### src/verilog/drv_regs_pkg.sv
// Register map, field positions and reset values of the driver status register bank
package drv_regs_pkg;
    typedef logic [7:0] reg8_t;
    typedef logic [5:0] addr_t;

    // Register offsets
    localparam addr_t ADDR_IDENT    = 6'h00;
    localparam addr_t ADDR_FAULT    = 6'h01;
    localparam addr_t ADDR_DIAG_A   = 6'h02;
    localparam addr_t ADDR_PAD_STAT = 6'h03;
    localparam addr_t ADDR_CMD      = 6'h08;
    localparam addr_t ADDR_OVERRIDE = 6'h09;
    localparam addr_t ADDR_CFG_BASE = 6'h0A;
    localparam int    CFG_COUNT     = 4;

    // Reset values
    localparam reg8_t RST_FAULT    = 8'h40;
    localparam reg8_t RST_PAD_STAT = 8'h80;
    localparam reg8_t RST_CMD      = 8'h09;
    localparam reg8_t RST_OVERRIDE = 8'h0C;
    localparam logic [31:0] CFG_RESET = {8'h04, 8'h40, 8'h00, 8'h10};
    localparam logic [31:0] CFG_MASK  = {8'hDF, 8'hDF, 8'hE7, 8'hFF};

    // Sticky flag vector positions, laid out as in the fault overview byte except open load (5) and low side (8)
    localparam int FL_COMM   = 7;
    localparam int FL_POR    = 6;
    localparam int FL_OLA    = 5;
    localparam int FL_OV     = 4;
    localparam int FL_UV     = 3;
    localparam int FL_HS     = 2;
    localparam int FL_THERM  = 1;
    localparam int FL_PUMP   = 0;
    localparam int FL_LS     = 8;
    localparam int FL_COUNT  = 9;
    localparam logic [8:0] FLAG_RESET = 9'h040;

    // Fault overview bit positions
    localparam int FO_ANY    = 5;
    localparam int FO_OC     = 2;

    // Command register fields
    localparam int CMD_CLEAR     = 7;
    localparam int CMD_OVR_LSB   = 3;
    localparam int CMD_CFG_LSB   = 0;
    localparam logic [1:0] LOCK_CODE  = 2'h2;
    localparam logic [1:0] LOCK_RESET = 2'h1;

    // Pin override register fields
    localparam int OVR_DISABLE = 3;
    localparam int OVR_DRIVE   = 0;
    localparam logic [1:0] OVR_FIXED = 2'h2;

    // Configuration fields steering the bank
    localparam int CFG1_OV_SEL_LSB = 5;
    localparam logic [1:0] OV_SEL_OFF = 2'h3;
    localparam int CFG4_DIS_SEL = 26;
    localparam int CFG4_DRV_SEL = 24;

    // Pad synchroniser order and reset
    localparam int PAD_COUNT = 12;
    localparam logic [11:0] PAD_SYNC_RESET = 12'h800;

    // Serial frame length
    localparam logic [4:0] FRAME_BITS = 5'h10;
    localparam logic [4:0] CMD_BITS   = 5'h08;
endpackage : drv_regs_pkg

### src/verilog/frame_if.sv
// Decoded serial frame passed between the serial target and the register bank
`timescale 1ns/10ps
`default_nettype none
interface frame_if;
    logic       valid;   // Complete well-formed frame, one cycle
    logic       err;     // Malformed frame, one cycle
    logic       read;    // Frame is a read
    logic [5:0] addr;    // Register offset
    logic [7:0] wdata;   // Write data
    logic [7:0] rdata;   // Read data of addr
    logic [7:0] status;  // First byte shifted out

    modport link_side (output valid, err, read, addr, wdata, input rdata, status);
    modport bank_side (input valid, err, read, addr, wdata, output rdata, status);
endinterface : frame_if
`default_nettype wire

### src/verilog/drv_fault_regs.sv
// Fault, status, command and pin override register bank of the half-bridge driver
// Behaviour
// - Comm error flag, bit 7, after bad frame
// - Power-on flag bit 6 resets to one
// - Bit 5 is OR of all faults
// - Overvoltage sets bit 4 unless disabled
// - Undervoltage sets bit 3
// - Any transistor overcurrent sets bit 2
// - Overtemperature sets bit 1
// - Pump undervoltage sets bit 0
// - Active open load sets bits 7 and 6
// - Trip level reached shows in bit 5
// - Active state in both status registers, bit 4
// - High-side overcurrent sets bits 3 and 1
// - Low-side overcurrent sets bits 2 and 0
// - Disable pad level in bit 7, reset one
// - Bit 0 shows off-state comparator live
// - Clear command clears faults, releases alert
// - Override lock: 10b unlocks, reset locked
// - Config lock: 10b locks, reset unlocked
// - Override bit 3 stands for disable pad
// - Override bit 0 stands for drive pad
// - Combine select: 0 OR, 1 AND
// - Unlisted address blocked and flags error
// - Unavailable bits read as zero
`timescale 1ns/10ps
`default_nettype none
module drv_fault_regs
    import drv_regs_pkg::*;
#(
    parameter logic [5:0] DEV_CODE = 6'h2C, // Arbitrary value
    parameter logic [1:0] REV_CODE = 2'h1   // Arbitrary value
) (
    input  wire logic        CORE_CLK_I,        // Core clock, 100 MHz
    input  wire logic        RESET_I,           // Asynchronous reset, high
    input  wire logic        SPI_SCLK_I,        // Serial clock pin
    input  wire logic        SPI_CS_N_I,        // Chip select pin, low active
    input  wire logic        SPI_SDI_I,         // Serial data in pin
    output logic             SPI_SDO_O,         // Serial data out
    output logic             SPI_SDO_OE_O,      // Serial data out enable
    input  wire logic        DISABLE_PAD_I,     // Output disable pad
    input  wire logic        DRIVE_PAD_I,       // Bridge drive pad
    input  wire logic        OVERVOLT_DET_I,    // Supply overvoltage detected
    input  wire logic        UNDERVOLT_DET_I,   // Supply undervoltage detected
    input  wire logic        HS_OVERCUR_DET_I,  // High-side overcurrent
    input  wire logic        LS_OVERCUR_DET_I,  // Low-side overcurrent
    input  wire logic        THERMAL_DET_I,     // Overtemperature
    input  wire logic        PUMP_UV_DET_I,     // Charge pump undervoltage
    input  wire logic        OPEN_LOAD_DET_I,   // Open load in active state
    input  wire logic        TRIP_LEVEL_I,      // Current regulation trip
    input  wire logic        ACTIVE_I,          // Device in active state
    input  wire logic        OFF_CMP_I,         // Off-state diagnostic comparator
    output logic             FAULT_ALERT_N_O,   // Fault alert pad, low active
    output logic             OUT_DISABLE_O,     // Effective disable level
    output logic             OUT_DRIVE_O,       // Effective drive level
    output logic             CFG_LOCKED_O,      // Configuration locked
    output logic [31:0]      CONFIG_O           // Configuration bytes 0Ah..0Dh
);
    frame_if fr ();

    logic [PAD_COUNT-1:0] pad_meta_q, pad_q;
    logic [FL_COUNT-1:0]  flag_q, flag_set;
    logic [1:0]           ovr_lock_q, cfg_lock_q;
    logic                 ovr_dis_q, ovr_drv_q, alert_n_q;
    logic [31:0]          cfg_q;
    logic [CFG_COUNT-1:0] cfg_we;
    logic [1:0]           eff_out;
    logic                 wr, clr, mapped, is_cfg, ovr_unlocked, cfg_locked, fault_any;
    logic                 ovr_we, cmd_we;
    logic [1:0]           cfg_idx;
    reg8_t                fault_view, diag_a, pad_stat, rdata;
    logic                 s_ov, s_uv, s_hs, s_ls, s_th, s_pump, s_ola;
    logic                 s_trip, s_act, s_cmp, s_dis, s_drv;

    // Serial target decodes frames
    spi_frame_target u_link (
        .clk_i    (CORE_CLK_I),
        .rst_i    (RESET_I),
        .sclk_i   (SPI_SCLK_I),
        .cs_n_i   (SPI_CS_N_I),
        .sdi_i    (SPI_SDI_I),
        .sdo_o    (SPI_SDO_O),
        .sdo_oe_o (SPI_SDO_OE_O),
        .fr       (fr.link_side)
    );

    // Two-stage synchroniser on every pad and detector input
    always_ff @(posedge CORE_CLK_I or posedge RESET_I) begin
        if (RESET_I) begin
            pad_meta_q <= PAD_SYNC_RESET;
            pad_q      <= PAD_SYNC_RESET;
        end else begin
            pad_meta_q <= {DISABLE_PAD_I, DRIVE_PAD_I, OVERVOLT_DET_I, UNDERVOLT_DET_I,
                           HS_OVERCUR_DET_I, LS_OVERCUR_DET_I, THERMAL_DET_I,
                           PUMP_UV_DET_I, OPEN_LOAD_DET_I, TRIP_LEVEL_I, ACTIVE_I,
                           OFF_CMP_I};
            pad_q      <= pad_meta_q;
        end
    end
    assign {s_dis, s_drv, s_ov, s_uv, s_hs, s_ls, s_th, s_pump, s_ola, s_trip, s_act,
            s_cmp} = pad_q;

    // Frame decode
    assign wr      = fr.valid & ~fr.read;
    assign is_cfg  = (fr.addr >= ADDR_CFG_BASE) &&
                     (fr.addr <  ADDR_CFG_BASE + 6'(CFG_COUNT));
    assign cfg_idx = 2'(fr.addr - ADDR_CFG_BASE);
    assign mapped  = (fr.addr <= ADDR_PAD_STAT) || (fr.addr == ADDR_CMD) ||
                     (fr.addr == ADDR_OVERRIDE) || is_cfg;
    assign cmd_we  = wr & mapped & (fr.addr == ADDR_CMD);
    assign clr     = cmd_we & fr.wdata[CMD_CLEAR];
    assign ovr_unlocked = (ovr_lock_q == LOCK_CODE);
    assign cfg_locked   = (cfg_lock_q == LOCK_CODE);
    assign ovr_we  = wr & (fr.addr == ADDR_OVERRIDE) & ovr_unlocked;

    // Hardware events feeding the sticky flags
    always_comb begin
        flag_set           = '0;
        flag_set[FL_COMM]  = fr.err | (fr.valid & ~mapped);
        flag_set[FL_OV]    = s_ov & (cfg_q[CFG1_OV_SEL_LSB +: 2] != OV_SEL_OFF);
        flag_set[FL_UV]    = s_uv;
        flag_set[FL_HS]    = s_hs;
        flag_set[FL_LS]    = s_ls;
        flag_set[FL_THERM] = s_th;
        flag_set[FL_PUMP]  = s_pump;
        flag_set[FL_OLA]   = s_ola;
    end

    // Sticky flags: a set in the clearing cycle wins
    always_ff @(posedge CORE_CLK_I or posedge RESET_I) begin
        if (RESET_I) flag_q <= FLAG_RESET;
        else flag_q <= flag_set | (flag_q & ~{FL_COUNT{clr}});
    end

    // Lock fields and override bits
    always_ff @(posedge CORE_CLK_I or posedge RESET_I) begin
        if (RESET_I) begin
            ovr_lock_q <= LOCK_RESET;
            cfg_lock_q <= LOCK_RESET;
            ovr_dis_q  <= RST_OVERRIDE[OVR_DISABLE];
            ovr_drv_q  <= RST_OVERRIDE[OVR_DRIVE];
        end else begin
            if (cmd_we) begin
                ovr_lock_q <= fr.wdata[CMD_OVR_LSB +: 2];
                cfg_lock_q <= fr.wdata[CMD_CFG_LSB +: 2];
            end
            if (ovr_we) begin
                ovr_dis_q <= fr.wdata[OVR_DISABLE];
                ovr_drv_q <= fr.wdata[OVR_DRIVE];
            end
        end
    end

    // Configuration bytes, write-protected while locked
    for (genvar g = 0; g < CFG_COUNT; g++) begin : g_cfg
        assign cfg_we[g] = wr & is_cfg & (cfg_idx == 2'(g)) & ~cfg_locked;
        always_ff @(posedge CORE_CLK_I or posedge RESET_I) begin
            if (RESET_I) cfg_q[g*8 +: 8] <= CFG_RESET[g*8 +: 8];
            else if (cfg_we[g]) cfg_q[g*8 +: 8] <= fr.wdata & CFG_MASK[g*8 +: 8];
        end
    end

    // Read views of the status registers
    assign fault_any  = |flag_q;
    assign fault_view = {flag_q[FL_COMM], flag_q[FL_POR], fault_any, flag_q[FL_OV],
                         flag_q[FL_UV], flag_q[FL_HS] | flag_q[FL_LS],
                         flag_q[FL_THERM], flag_q[FL_PUMP]};
    assign diag_a     = {flag_q[FL_OLA], flag_q[FL_OLA], s_trip, s_act,
                         flag_q[FL_HS], flag_q[FL_LS], flag_q[FL_HS], flag_q[FL_LS]};
    assign pad_stat   = {s_dis, 2'h0, s_act, 3'h0, s_cmp};

    // Read data selection
    always_comb begin
        case (fr.addr)
            ADDR_IDENT:    rdata = {DEV_CODE, REV_CODE};
            ADDR_FAULT:    rdata = fault_view;
            ADDR_DIAG_A:   rdata = diag_a;
            ADDR_PAD_STAT: rdata = pad_stat;
            ADDR_CMD:      rdata = {3'h0, ovr_lock_q, 1'b0, cfg_lock_q};
            ADDR_OVERRIDE: rdata = {4'h0, ovr_dis_q, OVR_FIXED, ovr_drv_q};
            default:       rdata = is_cfg ? cfg_q[cfg_idx*8 +: 8] : 8'h00;
        endcase
    end
    assign fr.rdata  = rdata;
    assign fr.status = {fault_view[7:1], flag_q[FL_COMM]};

    // Pad and register combine
    pad_combine u_pads (
        .clk_i      (CORE_CLK_I),
        .rst_i      (RESET_I),
        .unlocked_i (ovr_unlocked),
        .pad_i      ({s_dis, s_drv}),
        .reg_i      ({ovr_dis_q, ovr_drv_q}),
        .and_sel_i  ({cfg_q[CFG4_DIS_SEL], cfg_q[CFG4_DRV_SEL]}),
        .out_o      (eff_out)
    );

    // Alert pad follows the aggregate fault flag
    always_ff @(posedge CORE_CLK_I or posedge RESET_I) begin
        if (RESET_I) alert_n_q <= 1'b0;
        else alert_n_q <= ~fault_any;
    end

    assign FAULT_ALERT_N_O = alert_n_q;
    assign OUT_DISABLE_O   = eff_out[1];
    assign OUT_DRIVE_O     = eff_out[0];
    assign CFG_LOCKED_O    = cfg_locked;
    assign CONFIG_O        = cfg_q;
endmodule : drv_fault_regs
`default_nettype wire

### src/verilog/pad_combine.sv
// Merges the disable and drive pads with their register equivalents
`timescale 1ns/10ps
`default_nettype none
module pad_combine (
    input  wire logic       clk_i,      // Core clock
    input  wire logic       rst_i,      // Asynchronous reset
    input  wire logic       unlocked_i, // Override register unlocked
    input  wire logic [1:0] pad_i,      // {disable, drive} pads, synchronised
    input  wire logic [1:0] reg_i,      // {disable, drive} register bits
    input  wire logic [1:0] and_sel_i,  // 1 selects AND, 0 selects OR
    output logic      [1:0] out_o       // {disable, drive} effective levels
);
    logic [1:0] out_q, out_d;

    // Per channel combine, pads alone while locked
    for (genvar c = 0; c < 2; c++) begin : g_ch
        assign out_d[c] = !unlocked_i ? pad_i[c]
                        : and_sel_i[c] ? (pad_i[c] & reg_i[c])
                        : (pad_i[c] | reg_i[c]);
    end

    // Registered outputs, disabled at reset
    always_ff @(posedge clk_i or posedge rst_i) begin
        if (rst_i) out_q <= 2'h2;
        else out_q <= out_d;
    end
    assign out_o = out_q;
endmodule : pad_combine
`default_nettype wire

### src/verilog/spi_frame_target.sv
// Oversampling serial target: 16-bit frames of command byte then data byte
`timescale 1ns/10ps
`default_nettype none
module spi_frame_target
    import drv_regs_pkg::*;
(
    input  wire logic    clk_i,    // Core clock
    input  wire logic    rst_i,    // Asynchronous reset
    input  wire logic    sclk_i,   // Serial clock pin
    input  wire logic    cs_n_i,   // Chip select pin, low active
    input  wire logic    sdi_i,    // Serial data in pin
    output logic         sdo_o,    // Serial data out
    output logic         sdo_oe_o, // Serial out enable
    frame_if.link_side   fr        // Decoded frame
);
    logic [2:0] meta_q, sync_q;
    logic       sck_prev_q, cs_prev_q, valid_q, err_q;
    logic [4:0] cnt_q;
    logic [7:0] rx_q, cmd_q, tx_q;
    logic       sck_rise, sck_fall, cs_fall, cs_rise, bad_frame;

    // Two-stage synchroniser on the three pins
    always_ff @(posedge clk_i or posedge rst_i) begin
        if (rst_i) begin
            meta_q <= 3'h2;
            sync_q <= 3'h2;
        end else begin
            meta_q <= {sdi_i, cs_n_i, sclk_i};
            sync_q <= meta_q;
        end
    end

    // Edge decode on synchronised pins
    assign sck_rise  = sync_q[0] & ~sck_prev_q & ~sync_q[1];
    assign sck_fall  = ~sync_q[0] & sck_prev_q & ~sync_q[1];
    assign cs_fall   = ~sync_q[1] & cs_prev_q;
    assign cs_rise   = sync_q[1] & ~cs_prev_q;
    assign bad_frame = (cnt_q != FRAME_BITS) | cmd_q[7];

    // Shift, count and frame end
    always_ff @(posedge clk_i or posedge rst_i) begin
        if (rst_i) begin
            sck_prev_q <= 1'b0;
            cs_prev_q  <= 1'b1;
            cnt_q      <= 5'h00;
            rx_q       <= 8'h00;
            cmd_q      <= 8'h00;
            tx_q       <= 8'h00;
            valid_q    <= 1'b0;
            err_q      <= 1'b0;
        end else begin
            sck_prev_q <= sync_q[0];
            cs_prev_q  <= sync_q[1];
            valid_q    <= cs_rise & ~bad_frame;
            err_q      <= cs_rise & bad_frame;
            if (cs_fall) begin
                cnt_q <= 5'h00;
                tx_q  <= fr.status;
            end else if (sck_rise) begin
                rx_q <= {rx_q[6:0], sync_q[2]};
                if (cnt_q == CMD_BITS - 5'h01) cmd_q <= {rx_q[6:0], sync_q[2]};
                if (cnt_q != 5'h1F) cnt_q <= cnt_q + 5'h01;
            end else if (sck_fall) begin
                tx_q <= (cnt_q == CMD_BITS) ? fr.rdata : {tx_q[6:0], 1'b0};
            end
        end
    end

    assign fr.valid  = valid_q;
    assign fr.err    = err_q;
    assign fr.read   = cmd_q[6];
    assign fr.addr   = cmd_q[5:0];
    assign fr.wdata  = rx_q;
    assign sdo_o     = tx_q[7];
    assign sdo_oe_o  = ~sync_q[1];
endmodule : spi_frame_target
`default_nettype wire
### config.mk
export PLATFORM = sky130hd
export DESIGN_NAME = drv_fault_regs
export DESIGN_NICKNAME = d
export VERILOG_FILES = /design/src/verilog/drv_regs_pkg.sv /design/src/verilog/frame_if.sv /design/src/verilog/drv_fault_regs.sv /design/src/verilog/pad_combine.sv /design/src/verilog/spi_frame_target.sv
export SDC_FILE = /design/constraint.sdc
export NUM_CORES = 1
export LEC_CHECK = 0
export ABC_AREA = 1
export BUFFER_PORTS_ARGS = -buffer_cell sky130_fd_sc_hd__buf_2
export CELL_PAD_IN_SITES_DETAIL_PLACEMENT = 0
export CELL_PAD_IN_SITES_GLOBAL_PLACEMENT = 1
export CORE_MARGIN = 3
export CORE_UTILIZATION = 44
export DETAILED_ROUTE_END_ITERATION = 12
export HOLD_SLACK_MARGIN = 0.02
export PLACE_DENSITY = 0.76
export RECOVER_POWER = 100
export SYNTH_ARGS = -nofsm -noshare
export SYNTH_HDL_FRONTEND = slang
export SYNTH_SLANG_ARGS = --single-unit
### constraint.sdc
create_clock -name CORE_CLK_I -period 4.1 [get_ports CORE_CLK_I]
set_input_delay 0.205 -clock CORE_CLK_I [delete_from_list [all_inputs] [get_ports CORE_CLK_I]]
set_output_delay 0.205 -clock CORE_CLK_I [all_outputs]
set_load 0.05 [all_outputs]
==> flow_metrics.py, run 1 <==
metrics = {
    "run_status": {
        "status": "complete, but fails checks",
        "failed_checks": "capacitance limit, slew limit",
    },
    "timing": {
        "grt_setup_unrepaired": "no",
        "fin_setup_tns_ps": 0,
        "finalCriticalPeriod_ps": 2660,
        "fin_worst_skew_ps": 18.1,
        "finalSetupViolCount": 0,
        "final-hold-violation-count": 0,
        "fin_crit_sh_pct": 64.9,
        "setup_ws_ps": 1440,
        "fmax_mhz": 376,
        "worst_slew_pin_slew_ps": 3180,
        "max-slew-margin-rel_pct": -113,
        "slew_violations": 75,
    },
    "cts": {
        "cts_buffers": 9,
        "cts_max_level": 3,
        "clockRootBuffer": "clkbuf_8",
        "clock_path_buffers": 2,
        "clk_latency_ps": 380,
        "cts.clk_slew.worst_paths_ps": 100,
        "post_cts_resized": 0,
        "cts_tree": "built",
        "cts_sinks": 109,
    },
    "place": {
        "io_buffers": 50,
        "hpwl_mm": 8.12,
        "pre_cts_slack_ps": 2010,
        "place_congestion": 0.882,
    },
    "global_route": {
        "track_usage_pct": 20.0,
        "antenna_found_initial": 0,
        "first_global_vias": 3419,
        "grt_overflow": 0,
        "grt_max_degree": 75,
        "grt_pass1_wl_mm": 18.0,
    },
    "setup_path": {
        "reg2reg_depth": 8,
        "r2r-end": "CONFIG_O[3]$_DFFE_PP0P_",
        "end_kind": "async pin",
        "rr_startpoint": "u_link.cmd_q[1]$_DFFE_PP0P_",
        "worst-path-buf-inv": 3,
        "critical_path.top_delay_family": "buffers and inverters",
        "required_ps": 4500,
        "worst_ep_arrival_time_ps": 3060,
        "startpoint_type": "input pin",
        "r2r_setup_slack_ps": 1700,
        "path_max_fanout": 74,
        "cpPeakStageDelay_ps": 1790,
        "crit_path_cell_trace": "buf_2 > clkinvlp_2 > clkbuf_2",
        "slowest_stage": "clkinvlp_2",
        "worstSetupPathType": "input pin to async pin",
    },
    "detailed_routing": {
        "wl_met1_mm": 5.43,
        "wl_mm": 11.3,
        "dr_total_vias": 3676,
        "vias_per_cell": 4.95,
        "routed.top_layer": "met4",
        "drt_first_iter_violations": 208,
        "wl_per_cell_um": 15.2,
        "wl_met3_um": 412,
        "drc_errors": 0,
        "wl_met2_mm": 5.26,
        "drtPass1Iterations": 5,
        "drtAntennaViolNets": 0,
    },
    "die": {
        "io_pins": 55,
        "core_um2": 10400,
        "die_w_um": 110,
        "std_cell_rows": 37,
        "die_y_um": 110,
        "initial_core_util_pct": 45.6,
        "die_area_um2": 12100,
    },
    "synthesis": {
        "yosysTopAreaCell": "dfrtp_1",
        "synth.distinct_cells": 29,
        "syn_avg_cell_area_um2": 8.80,
        "ys_seq_area_share_pct": 57.7,
        "synth_area_leaders": "dfrtp_1 (51%), nand2_1 (13%), dfstp_2 (7.2%)",
        "synthCells": 540,
        "synth_most_common_cell": "nand2_1",
        "ys_ff_latch": 109,
        "synth-edff-count": 0,
        "synth_top_flop_cell": "dfrtp_1",
        "syn_area_um2": 4750,
        "synthArstFlopShare_pct": 100,
        "yosysTopAreaCellShare_pct": 50.5,
        "ys_warn_count": 0,
        "synth_common_cells": "nand2_1 (167), dfrtp_1 (96), inv_1 (57), o21ai_0 (43), nor2_1 (33)",
    },
    "cells_and_area": {
        "antenna_cells": 0,
        "drive_gt1_share_pct": 7.91,
        "final_nets": 622,
        "finalCoreUtilization_pct": 50.9,
        "syn_to_final_growth_pct": 11.5,
        "fillerInstances": 1078,
    },
    "hold_path": {
        "holdPathEnd": "pad_q[4]$_DFF_PP0_",
        "holdPathStages": 0,
        "worstHoldStart": "pad_meta_q[4]$_DFF_PP0_",
        "hp-class": "register to register",
    },
    "run": {
        "maxCapViolCount": 1,
    },
    "power": {
        "power.density_nw_per_um2": 373,
        "p_leak_nw": 2.56,
        "vdd_drop_max_uv": 296,
    },
}
[worst max-delay path by stage]
stage	startpoint	to	slack, ps	depth (start not counted)
5_1_grt	RESET_I	u_link.tx_q[7]$_DFFE_PP0P_	890	3
6_report	RESET_I	u_link.tx_q[7]$_DFFE_PP0P_	1440	3
3_3_place_gp	u_link.cmd_q[1]$_DFFE_PP0P_	CONFIG_O[14]$_DFFE_PP0P_	2040	8
4_1_cts	u_link.cmd_q[0]$_DFFE_PP0P_	CONFIG_O[31]$_DFFE_PP0P_	1990	5
3_5_place_dp	u_link.cmd_q[0]$_DFFE_PP0P_	CONFIG_O[31]$_DFFE_PP0P_	2010	5
2_1_floorplan	RESET_I	CONFIG_O[0]$_DFFE_PP0P_	1040	1
[area by class of cell]
| type | count | area, µm² | area share (%) |
|---|---|---|---|
| well taps | 136 | 170 | 3.21 |
| clock inverters | 5 | 51.3 | 0.968 |
| clock buffers | 11 | 141 | 2.67 |
| inverters | 59 | 223 | 4.20 |
| repair buffers | 66 | 363 | 6.84 |
| multi-input cells | 357 | 1610 | 30.4 |
| flip-flops and latches | 109 | 2740 | 51.8 |
[cell families after synthesis]
logic type / after synthesis / share of synthesized area [%]
adders and majority gates: 3 / 0.790
buffers and inverters: 77 / 6.98
AOI/OAI and AO/OA: 91 / 11.2
and+or+nand+nor: 259 / 23.2
DFF: 109 / 57.7
other: 1 / 0.0789
[power breakdown]
| group | leakage, nW | internal, W | switching, W |
|---|---|---|---|
| sequential | 1.34 | 0.00113 | 0.0000321 |
| combinational | 1.12 | 0.0000490 | 0.000128 |
| clock | 0.0999 | 0.000254 | 0.000387 |
[sequential cells by signal (all words and copies together), names as in the netlist, 2 cells and up]
name / cells
u_link.cnt_q: 5
u_link.fr.wdata: 8
u_link.cmd_q: 8
pad_meta_q: 12
pad_q: 12
u_pads.out_o: 2
cfg_lock_q: 2
u_link.tx_q: 8
CONFIG_O: 28
u_link.sync_q: 3
ovr_lock_q: 2
u_link.meta_q: 3
flag_q: 9
[placed cells by master (no fill, tap or decap), drive strengths merged]
cell / instances
dfrtp: 96
ha: 3
dlygate4sd3: 15
clkbuf: 46
clkinvlp: 1
nand3: 29
buf: 16
clkinv: 2
inv: 61
a21oi: 9
o211ai: 1
a21o: 3
o31ai: 2
conb: 4
nand4: 16
nor2: 36
dfstp: 13
o21ai: 72
and3: 1
nand2: 171
nor3: 6
o21bai: 4
[per-stage QoR]
stage	area (µm²)	hold slack, ps	instances	power (W)
after detailed placement	5080	314	712	0.00136
after CTS	5430	30.0	743	0.00201
after global placement	5080	313	712	0.00135
after global routing	5300	365	743	0.00208
final	5300	358	743	0.00198
after floorplan	4760	209	543	0.00130
[what timing repair did]
action                    in CTS  in global routing
setup buffers                  0                  0
hold endpoints to repair      15                  0
hold buffers                  15                  0
[per-layer routing]
| layer | vias up | track usage (%) |
|---|---|---|
| met2 | 72 | 31.3 |
| met5 | - | 0 |
| met3 | 15 | 3.70 |
| li1 | 1848 | - |
| met4 | 0 | 6.77 |
| met1 | 1741 | 28.0 |
No activity file was read; power rests on OpenSTA's default activity.
==> run 2, diff against run 1 <==
==> constraint.sdc (replaced) <==
create_clock -name CORE_CLK_I -period 2.8 [get_ports CORE_CLK_I]
set_input_delay 0.14 -clock CORE_CLK_I [delete_from_list [all_inputs] [get_ports CORE_CLK_I]]
set_output_delay 0.14 -clock CORE_CLK_I [all_outputs]
set_load 0.05 [all_outputs]
==> run 2 against run 1 <==
First-iteration DRC count increased by 28%. Clock power increased by 68%. Critical path type is now register to register. Non-clock buffer count increased by 2. Final cell count increased by 0.27%. The run now ends clean. Sequential power increased by 47%. Register-to-register slack got worse by 1100 ps. Global-route usage increased by 1.1 points. Hold slack got worse by 3.1 ps. Via count increased by 2.4%. Die area unchanged. Sequential share of layout area decreased by 0.73 points. Total power increased by 54%.
==> flow_metrics.py, run 2 (synthesis results as in run 1) <==
metrics = {
    "timing": {
        "fin_worst_skew_ps": 7.84,
        "fin_crit_sh_pct": 79.4,
        "grt_setup_unrepaired": "no",
        "fin_setup_tns_ps": 0,
        "finalCriticalPeriod_ps": 2220,
        "fmax_mhz": 450,
        "finalSetupViolCount": 0,
        "slew_violations": 0,
        "max-slew-margin-rel_pct": 4.32,
        "final-hold-violation-count": 0,
        "worst_slew_pin_slew_ps": 1440,
    },
    "cells_and_area": {
        "syn_to_final_growth_pct": 13.1,
        "final_common_cell": "nand2_1",
        "final_nets": 624,
        "final_cell_mix": "nand2_1 (170), dfrtp_1 (96), o21ai_0 (66), inv_1 (57)",
        "antenna_cells": 0,
        "postLayoutCellArea_um2": 5380,
        "drive_gt1_share_pct": 8.37,
        "largest_reg_flops": 28,
    },
    "die": {
        "core_um2": 10400,
        "io_pins": 55,
        "die_w_um": 110,
        "std_cell_rows": 37,
        "die_area_um2": 12100,
        "die_y_um": 110,
        "initial_core_util_pct": 45.6,
    },
    "setup_path": {
        "worstSetupPathType": "register to register",
        "slowest_stage": "dfrtp_1",
        "cpPeakStageDelay_ps": 660,
        "worst-path-buf-inv": 1,
        "required_ps": 3060,
        "path_max_fanout": 17,
        "critical_path.top_delay_family": "simple AND/OR/NAND/NOR gates",
        "r2r_setup_slack_ps": 580,
        "worst_ep_arrival_time_ps": 2480,
        "startpoint_type": "register",
        "end_kind": "register",
        "crit_path_cell_trace": "inv_1 > nor2_1 > nand2_2 > nand2_1 > o21ai_0",
    },
    "detailed_routing": {
        "drt_first_iter_violations": 266,
        "wl_mm": 11.5,
        "drtPass1Iterations": 5,
        "wl_per_cell_um": 15.4,
        "drc_errors": 0,
        "vias_per_cell": 5.05,
        "dr_total_vias": 3764,
        "drtAntennaViolNets": 0,
    },
    "cts": {
        "cts_buffers": 9,
        "clk_latency_ps": 380,
        "clock_path_buffers": 2,
        "cts.clk_slew.worst_paths_ps": 100,
        "cts_max_level": 3,
        "cts_tree": "built",
        "cts_sinks": 109,
        "clockRootBuffer": "clkbuf_8",
        "postCtsSetupBuffers": 0,
    },
    "place": {
        "hpwl_mm": 8.31,
        "place_congestion": 0.906,
        "io_buffers": 50,
        "post_dp_cell_area_um2": 5110,
    },
    "power": {
        "p_leak_nw": 2.59,
        "vdd_drop_max_uv": 388,
        "power.density_nw_per_um2": 567,
    },
    "global_route": {
        "busiest_layer": "met2",
        "track_usage_pct": 21.1,
        "grt_use_met1_pct": 30.2,
        "grt_pass1_wl_mm": 18.8,
        "antenna_found_initial": 0,
        "grt.met3_usage_pct": 3.76,
        "grtUsageMet2_pct": 31.8,
        "grt_max_degree": 110,
        "grt_overflow": 0,
        "first_global_vias": 3631,
    },
    "run_status": {
        "status": "complete, no violations",
    },
    "run": {
        "maxCapViolCount": 0,
    },
    "hold_path": {
        "hp-class": "register to register",
    },
}
[run 2: changes by cell type in the layout (fill, tap and decap cells not counted), sizes merged]
cell	delta
clkbuf	+1
dlygate4sd3	+1
clkinv	+2
inv	-4
bufinv	+2
[run 2: final cells by class]
type	instances	area, µm²
sequential	109	2740
inverter	59	225
multi-input combinational	357	1620
fill	1063	5040
clock inverter	5	82.6
timing repair buffer	68	382
tap	136	170
clock buffer	11	151
[run 2: what timing repair did]
action                    4_1_cts  5_1_grt
hold endpoints to repair      111        0
hold buffers                   16        0
resized for setup               0        0
[run 2: layer usage]
layer	vias up	wire length (µm)
li1	1848	-
met1	1779	5400
met2	110	5230
met3	27	554
met4	0	276
met5	-	0
[run 2: path summary, 6_finish.rpt]
| kind | from | end | depth (start not counted) |
|---|---|---|---|
| worst max-delay path | u_link.cmd_q[0]$_DFFE_PP0P_ | CONFIG_O[24]$_DFFE_PP0P_ | 5 |
| worst min register to register | u_link.meta_q[2]$_DFF_PP0_ | u_link.sync_q[2]$_DFF_PP0_ | 0 |
| worst max register to register | u_link.cmd_q[0]$_DFFE_PP0P_ | CONFIG_O[24]$_DFFE_PP0P_ | 5 |
| worst min-delay path | u_link.meta_q[2]$_DFF_PP0_ | u_link.sync_q[2]$_DFF_PP0_ | 0 |
| max in group asynchronous | RESET_I | u_link.cnt_q[2]$_DFFE_PP0P_ | 4 |
| min in group asynchronous | RESET_I | u_link.fr.wdata[6]$_DFFE_PP0P_ | 4 |
[run 2: metrics by stage]
stage / hold WS, ps / total power [W] / setup WS (ps) / cells / util (%)
after detailed placement: 247 / 0.00200 / 768 / 713 / 49.0
after CTS: 358 / 0.00310 / 757 / 745 / 52.8
after global routing: 362 / 0.00319 / 361 / 745 / 51.6
after global placement: 248 / 0.00199 / 847 / 713 / 49.0
after floorplan: 144 / 0.00190 / 1020 / 543 / -
final: 355 / 0.00305 / 577 / 745 / 51.6
[run 2: where the power goes]
group / internal, W / switching (W) / total (W)
Sequential: 0.00165 / 0.0000479 / 0.00170
Clock: 0.000554 / 0.000526 / 0.00108
Combinational: 0.0000740 / 0.000195 / 0.000269
Total: 0.00228 / 0.000769 / 0.00305
==> run 3, diff against run 2 <==
--- a/config.mk
+++ b/config.mk
@@ -10,10 +10,10 @@
 export CELL_PAD_IN_SITES_DETAIL_PLACEMENT = 0
 export CELL_PAD_IN_SITES_GLOBAL_PLACEMENT = 1
 export CORE_MARGIN = 3
-export CORE_UTILIZATION = 44
+export CORE_UTILIZATION = 40
 export DETAILED_ROUTE_END_ITERATION = 12
 export HOLD_SLACK_MARGIN = 0.02
-export PLACE_DENSITY = 0.76
+export PLACE_DENSITY = 0.73
 export RECOVER_POWER = 100
 export SYNTH_ARGS = -nofsm -noshare
 export SYNTH_HDL_FRONTEND = slang
==> constraint.sdc (replaced) <==
create_clock -name CORE_CLK_I -period 1.92 [get_ports CORE_CLK_I]
set_input_delay 0.096 -clock CORE_CLK_I [delete_from_list [all_inputs] [get_ports CORE_CLK_I]]
set_output_delay 0.096 -clock CORE_CLK_I [all_outputs]
set_load 0.05 [all_outputs]
==> run 3 against run 2 <==
Final cell count increased by 2.7%. Count of clock-buffer cells in the layout unchanged. Critical path depth increased by 4. Highest routed layer unchanged.
==> flow_metrics.py, run 3 (synthesis results as in run 1) <==
metrics = {
    "run_status": {
        "status": "complete, no violations",
    },
    "setup_path": {
        "worst_ep_arrival_time_ps": 1990,
        "rr_startpoint": "u_link.cmd_q[1]$_DFFE_PP0P_",
        "end_kind": "register",
        "r2r-end": "CONFIG_O[13]$_DFFE_PP0P_",
        "required_ps": 2150,
        "reg2reg_depth": 9,
        "r2r_setup_slack_ps": 160,
        "startpoint": "u_link.cmd_q[1]$_DFFE_PP0P_",
        "startpoint_type": "register",
        "crit_end": "CONFIG_O[13]$_DFFE_PP0P_",
        "path_max_fanout": 12,
        "worstSetupPathType": "register to register",
    },
    "power": {
        "vdd_drop_max_uv": 634,
        "power.density_nw_per_um2": 844,
        "p_leak_nw": 2.70,
    },
    "cts": {
        "cts_buffers": 9,
        "cts_max_level": 3,
        "cts_sinks": 109,
        "clock_path_buffers": 2,
        "postCtsSetupBuffers": 0,
        "cts.clk_slew.worst_paths_ps": 80,
        "clockRootBuffer": "clkbuf_16",
        "cts_tree": "built",
        "clk_latency_ps": 360,
    },
    "detailed_routing": {
        "wl_mm": 11.6,
        "drtPass1Iterations": 4,
        "dr_total_vias": 3807,
        "wl_per_cell_um": 15.1,
        "drt_first_iter_violations": 217,
        "drc_errors": 0,
        "vias_per_cell": 4.98,
        "drtAntennaViolNets": 0,
    },
    "place": {
        "io_buffers": 50,
        "pre_cts_slack_ps": 150,
        "place_congestion": 0.906,
        "hpwl_mm": 8.42,
        "post_dp_cell_area_um2": 5210,
        "dp.cells": 733,
    },
    "die": {
        "std_cell_rows": 39,
        "die_w_um": 115,
        "die_y_um": 115,
        "initial_core_util_pct": 41.3,
        "core_um2": 11500,
        "die_area_um2": 13200,
        "io_pins": 55,
    },
    "timing": {
        "fin_crit_sh_pct": 91.8,
        "fin_worst_skew_ps": 14.6,
        "fmax_mhz": 567,
        "grt_setup_unrepaired": "yes",
        "worst_slew_pin_slew_ps": 967,
        "max-slew-margin-rel_pct": 35.5,
        "final-hold-violation-count": 0,
        "setup_ws_ps": 157,
        "finalCriticalPeriod_ps": 1760,
        "finalSetupViolCount": 0,
        "slew_violations": 0,
    },
    "run": {
        "maxCapViolCount": 0,
    },
    "cells_and_area": {
        "final_nets": 637,
        "drive_gt1_share_pct": 11.7,
        "instances_no_fill": 765,
        "final_cell_mix": "nand2_1 (167), dfrtp_1 (96), o21ai_0 (61), inv_1 (56), clkbuf_1 (36)",
        "antenna_cells": 0,
        "final_common_cell": "nand2_1",
        "largest_reg_flops": 28,
        "syn_to_final_growth_pct": 17.3,
        "postLayoutCellArea_um2": 5570,
    },
    "global_route": {
        "grt_pass1_wl_mm": 19.2,
        "grt_use_met1_pct": 27.6,
        "antenna_found_initial": 0,
        "grt_max_degree": 110,
        "grtUsageMet2_pct": 29.2,
        "track_usage_pct": 19.0,
        "busiest_layer": "met2",
        "first_global_vias": 3616,
        "grt.met3_usage_pct": 4.21,
        "grt_overflow": 0,
    },
    "hold_path": {
        "worstHoldStart": "pad_meta_q[2]$_DFF_PP0_",
        "hp-class": "register to register",
    },
}
run 3: cell count changes in the layout (fill, tap and decap cells not counted), sizes merged:
cell / previous run / this run
buf: 16 / 27
inv: 57 / 61
clkinv: 4 / 1
clkinvlp: 1 / 2
clkbuf: 47 / 49
bufinv: 2 / 0
run 3: report_power, final:
| group | internal, W | total (W) | switching (W) |
|---|---|---|---|
| sequential | 0.00241 | 0.00248 | 0.0000718 |
| combinational | 0.000116 | 0.000404 | 0.000287 |
| clock | 0.000949 | 0.00182 | 0.000875 |
run 3: timing repair:
item	4_1_cts	5_1_grt
endpoints found under the hold margin	111	0
resized for setup	0	2
setup endpoints to repair	0	11
hold buffers	16	0
run 3: layout make-up:
| cell class | instances | area, µm² |
|---|---|---|
| Timing Repair Buffer | 81 | 475 |
| Clock inverter | 5 | 50.0 |
| Inverter | 59 | 225 |
| Multi-Input combinational cell | 357 | 1660 |
| Tap cell | 143 | 179 |
| Fill cell | 1180 | 5940 |
| Sequential cell | 109 | 2740 |
| Clock buffer | 11 | 243 |
run 3: worst max-delay path: stages (launching register included):
cell	delay [ps]
dfrtp_1	520
inv_2	150
nand2_1	60
nand2_1	60
nand2_1	100
nor3_4	300
nand2_1	90
clkbuf_4	210
nand2_1	70
o21ai_0	70
run 3: worst min path at each step:
| stage | endpoint | slack (ps) | cells past startpoint |
|---|---|---|---|
| floorplan | pad_meta_q[11]$_DFF_PP1_ | 100 | 0 |
| global placement | u_link.meta_q[1]$_DFF_PP1_ | 200 | 1 |
| detailed placement | pad_meta_q[11]$_DFF_PP1_ | 200 | 1 |
| CTS | u_link.sync_q[0]$_DFF_PP0_ | 350 | 0 |
| global route | u_link.sync_q[2]$_DFF_PP0_ | 360 | 0 |
| finish | pad_q[2]$_DFF_PP0_ | 350 | 0 |
run 3: per-stage QoR:
stage | utilization [%] | hold WS [ps] | total power, W | TNS [ps]
finish | 48.4 | 349 | 0.00471 | 0
global route | 48.4 | 358 | 0.00493 | -12.8
CTS | 49.2 | 352 | 0.00479 | 0
detailed placement | 45.3 | 205 | 0.00292 | 0
global placement | 45.3 | 203 | 0.00291 | 0
floorplan | - | 100 | 0.00277 | 0
run 3: per-layer routing:
metal	part of all wire (%)	up-vias
met4	1.1	0
li1	-	1879
met2	45	94
met5	0	-
met1	49	1824
met3	4.7	10
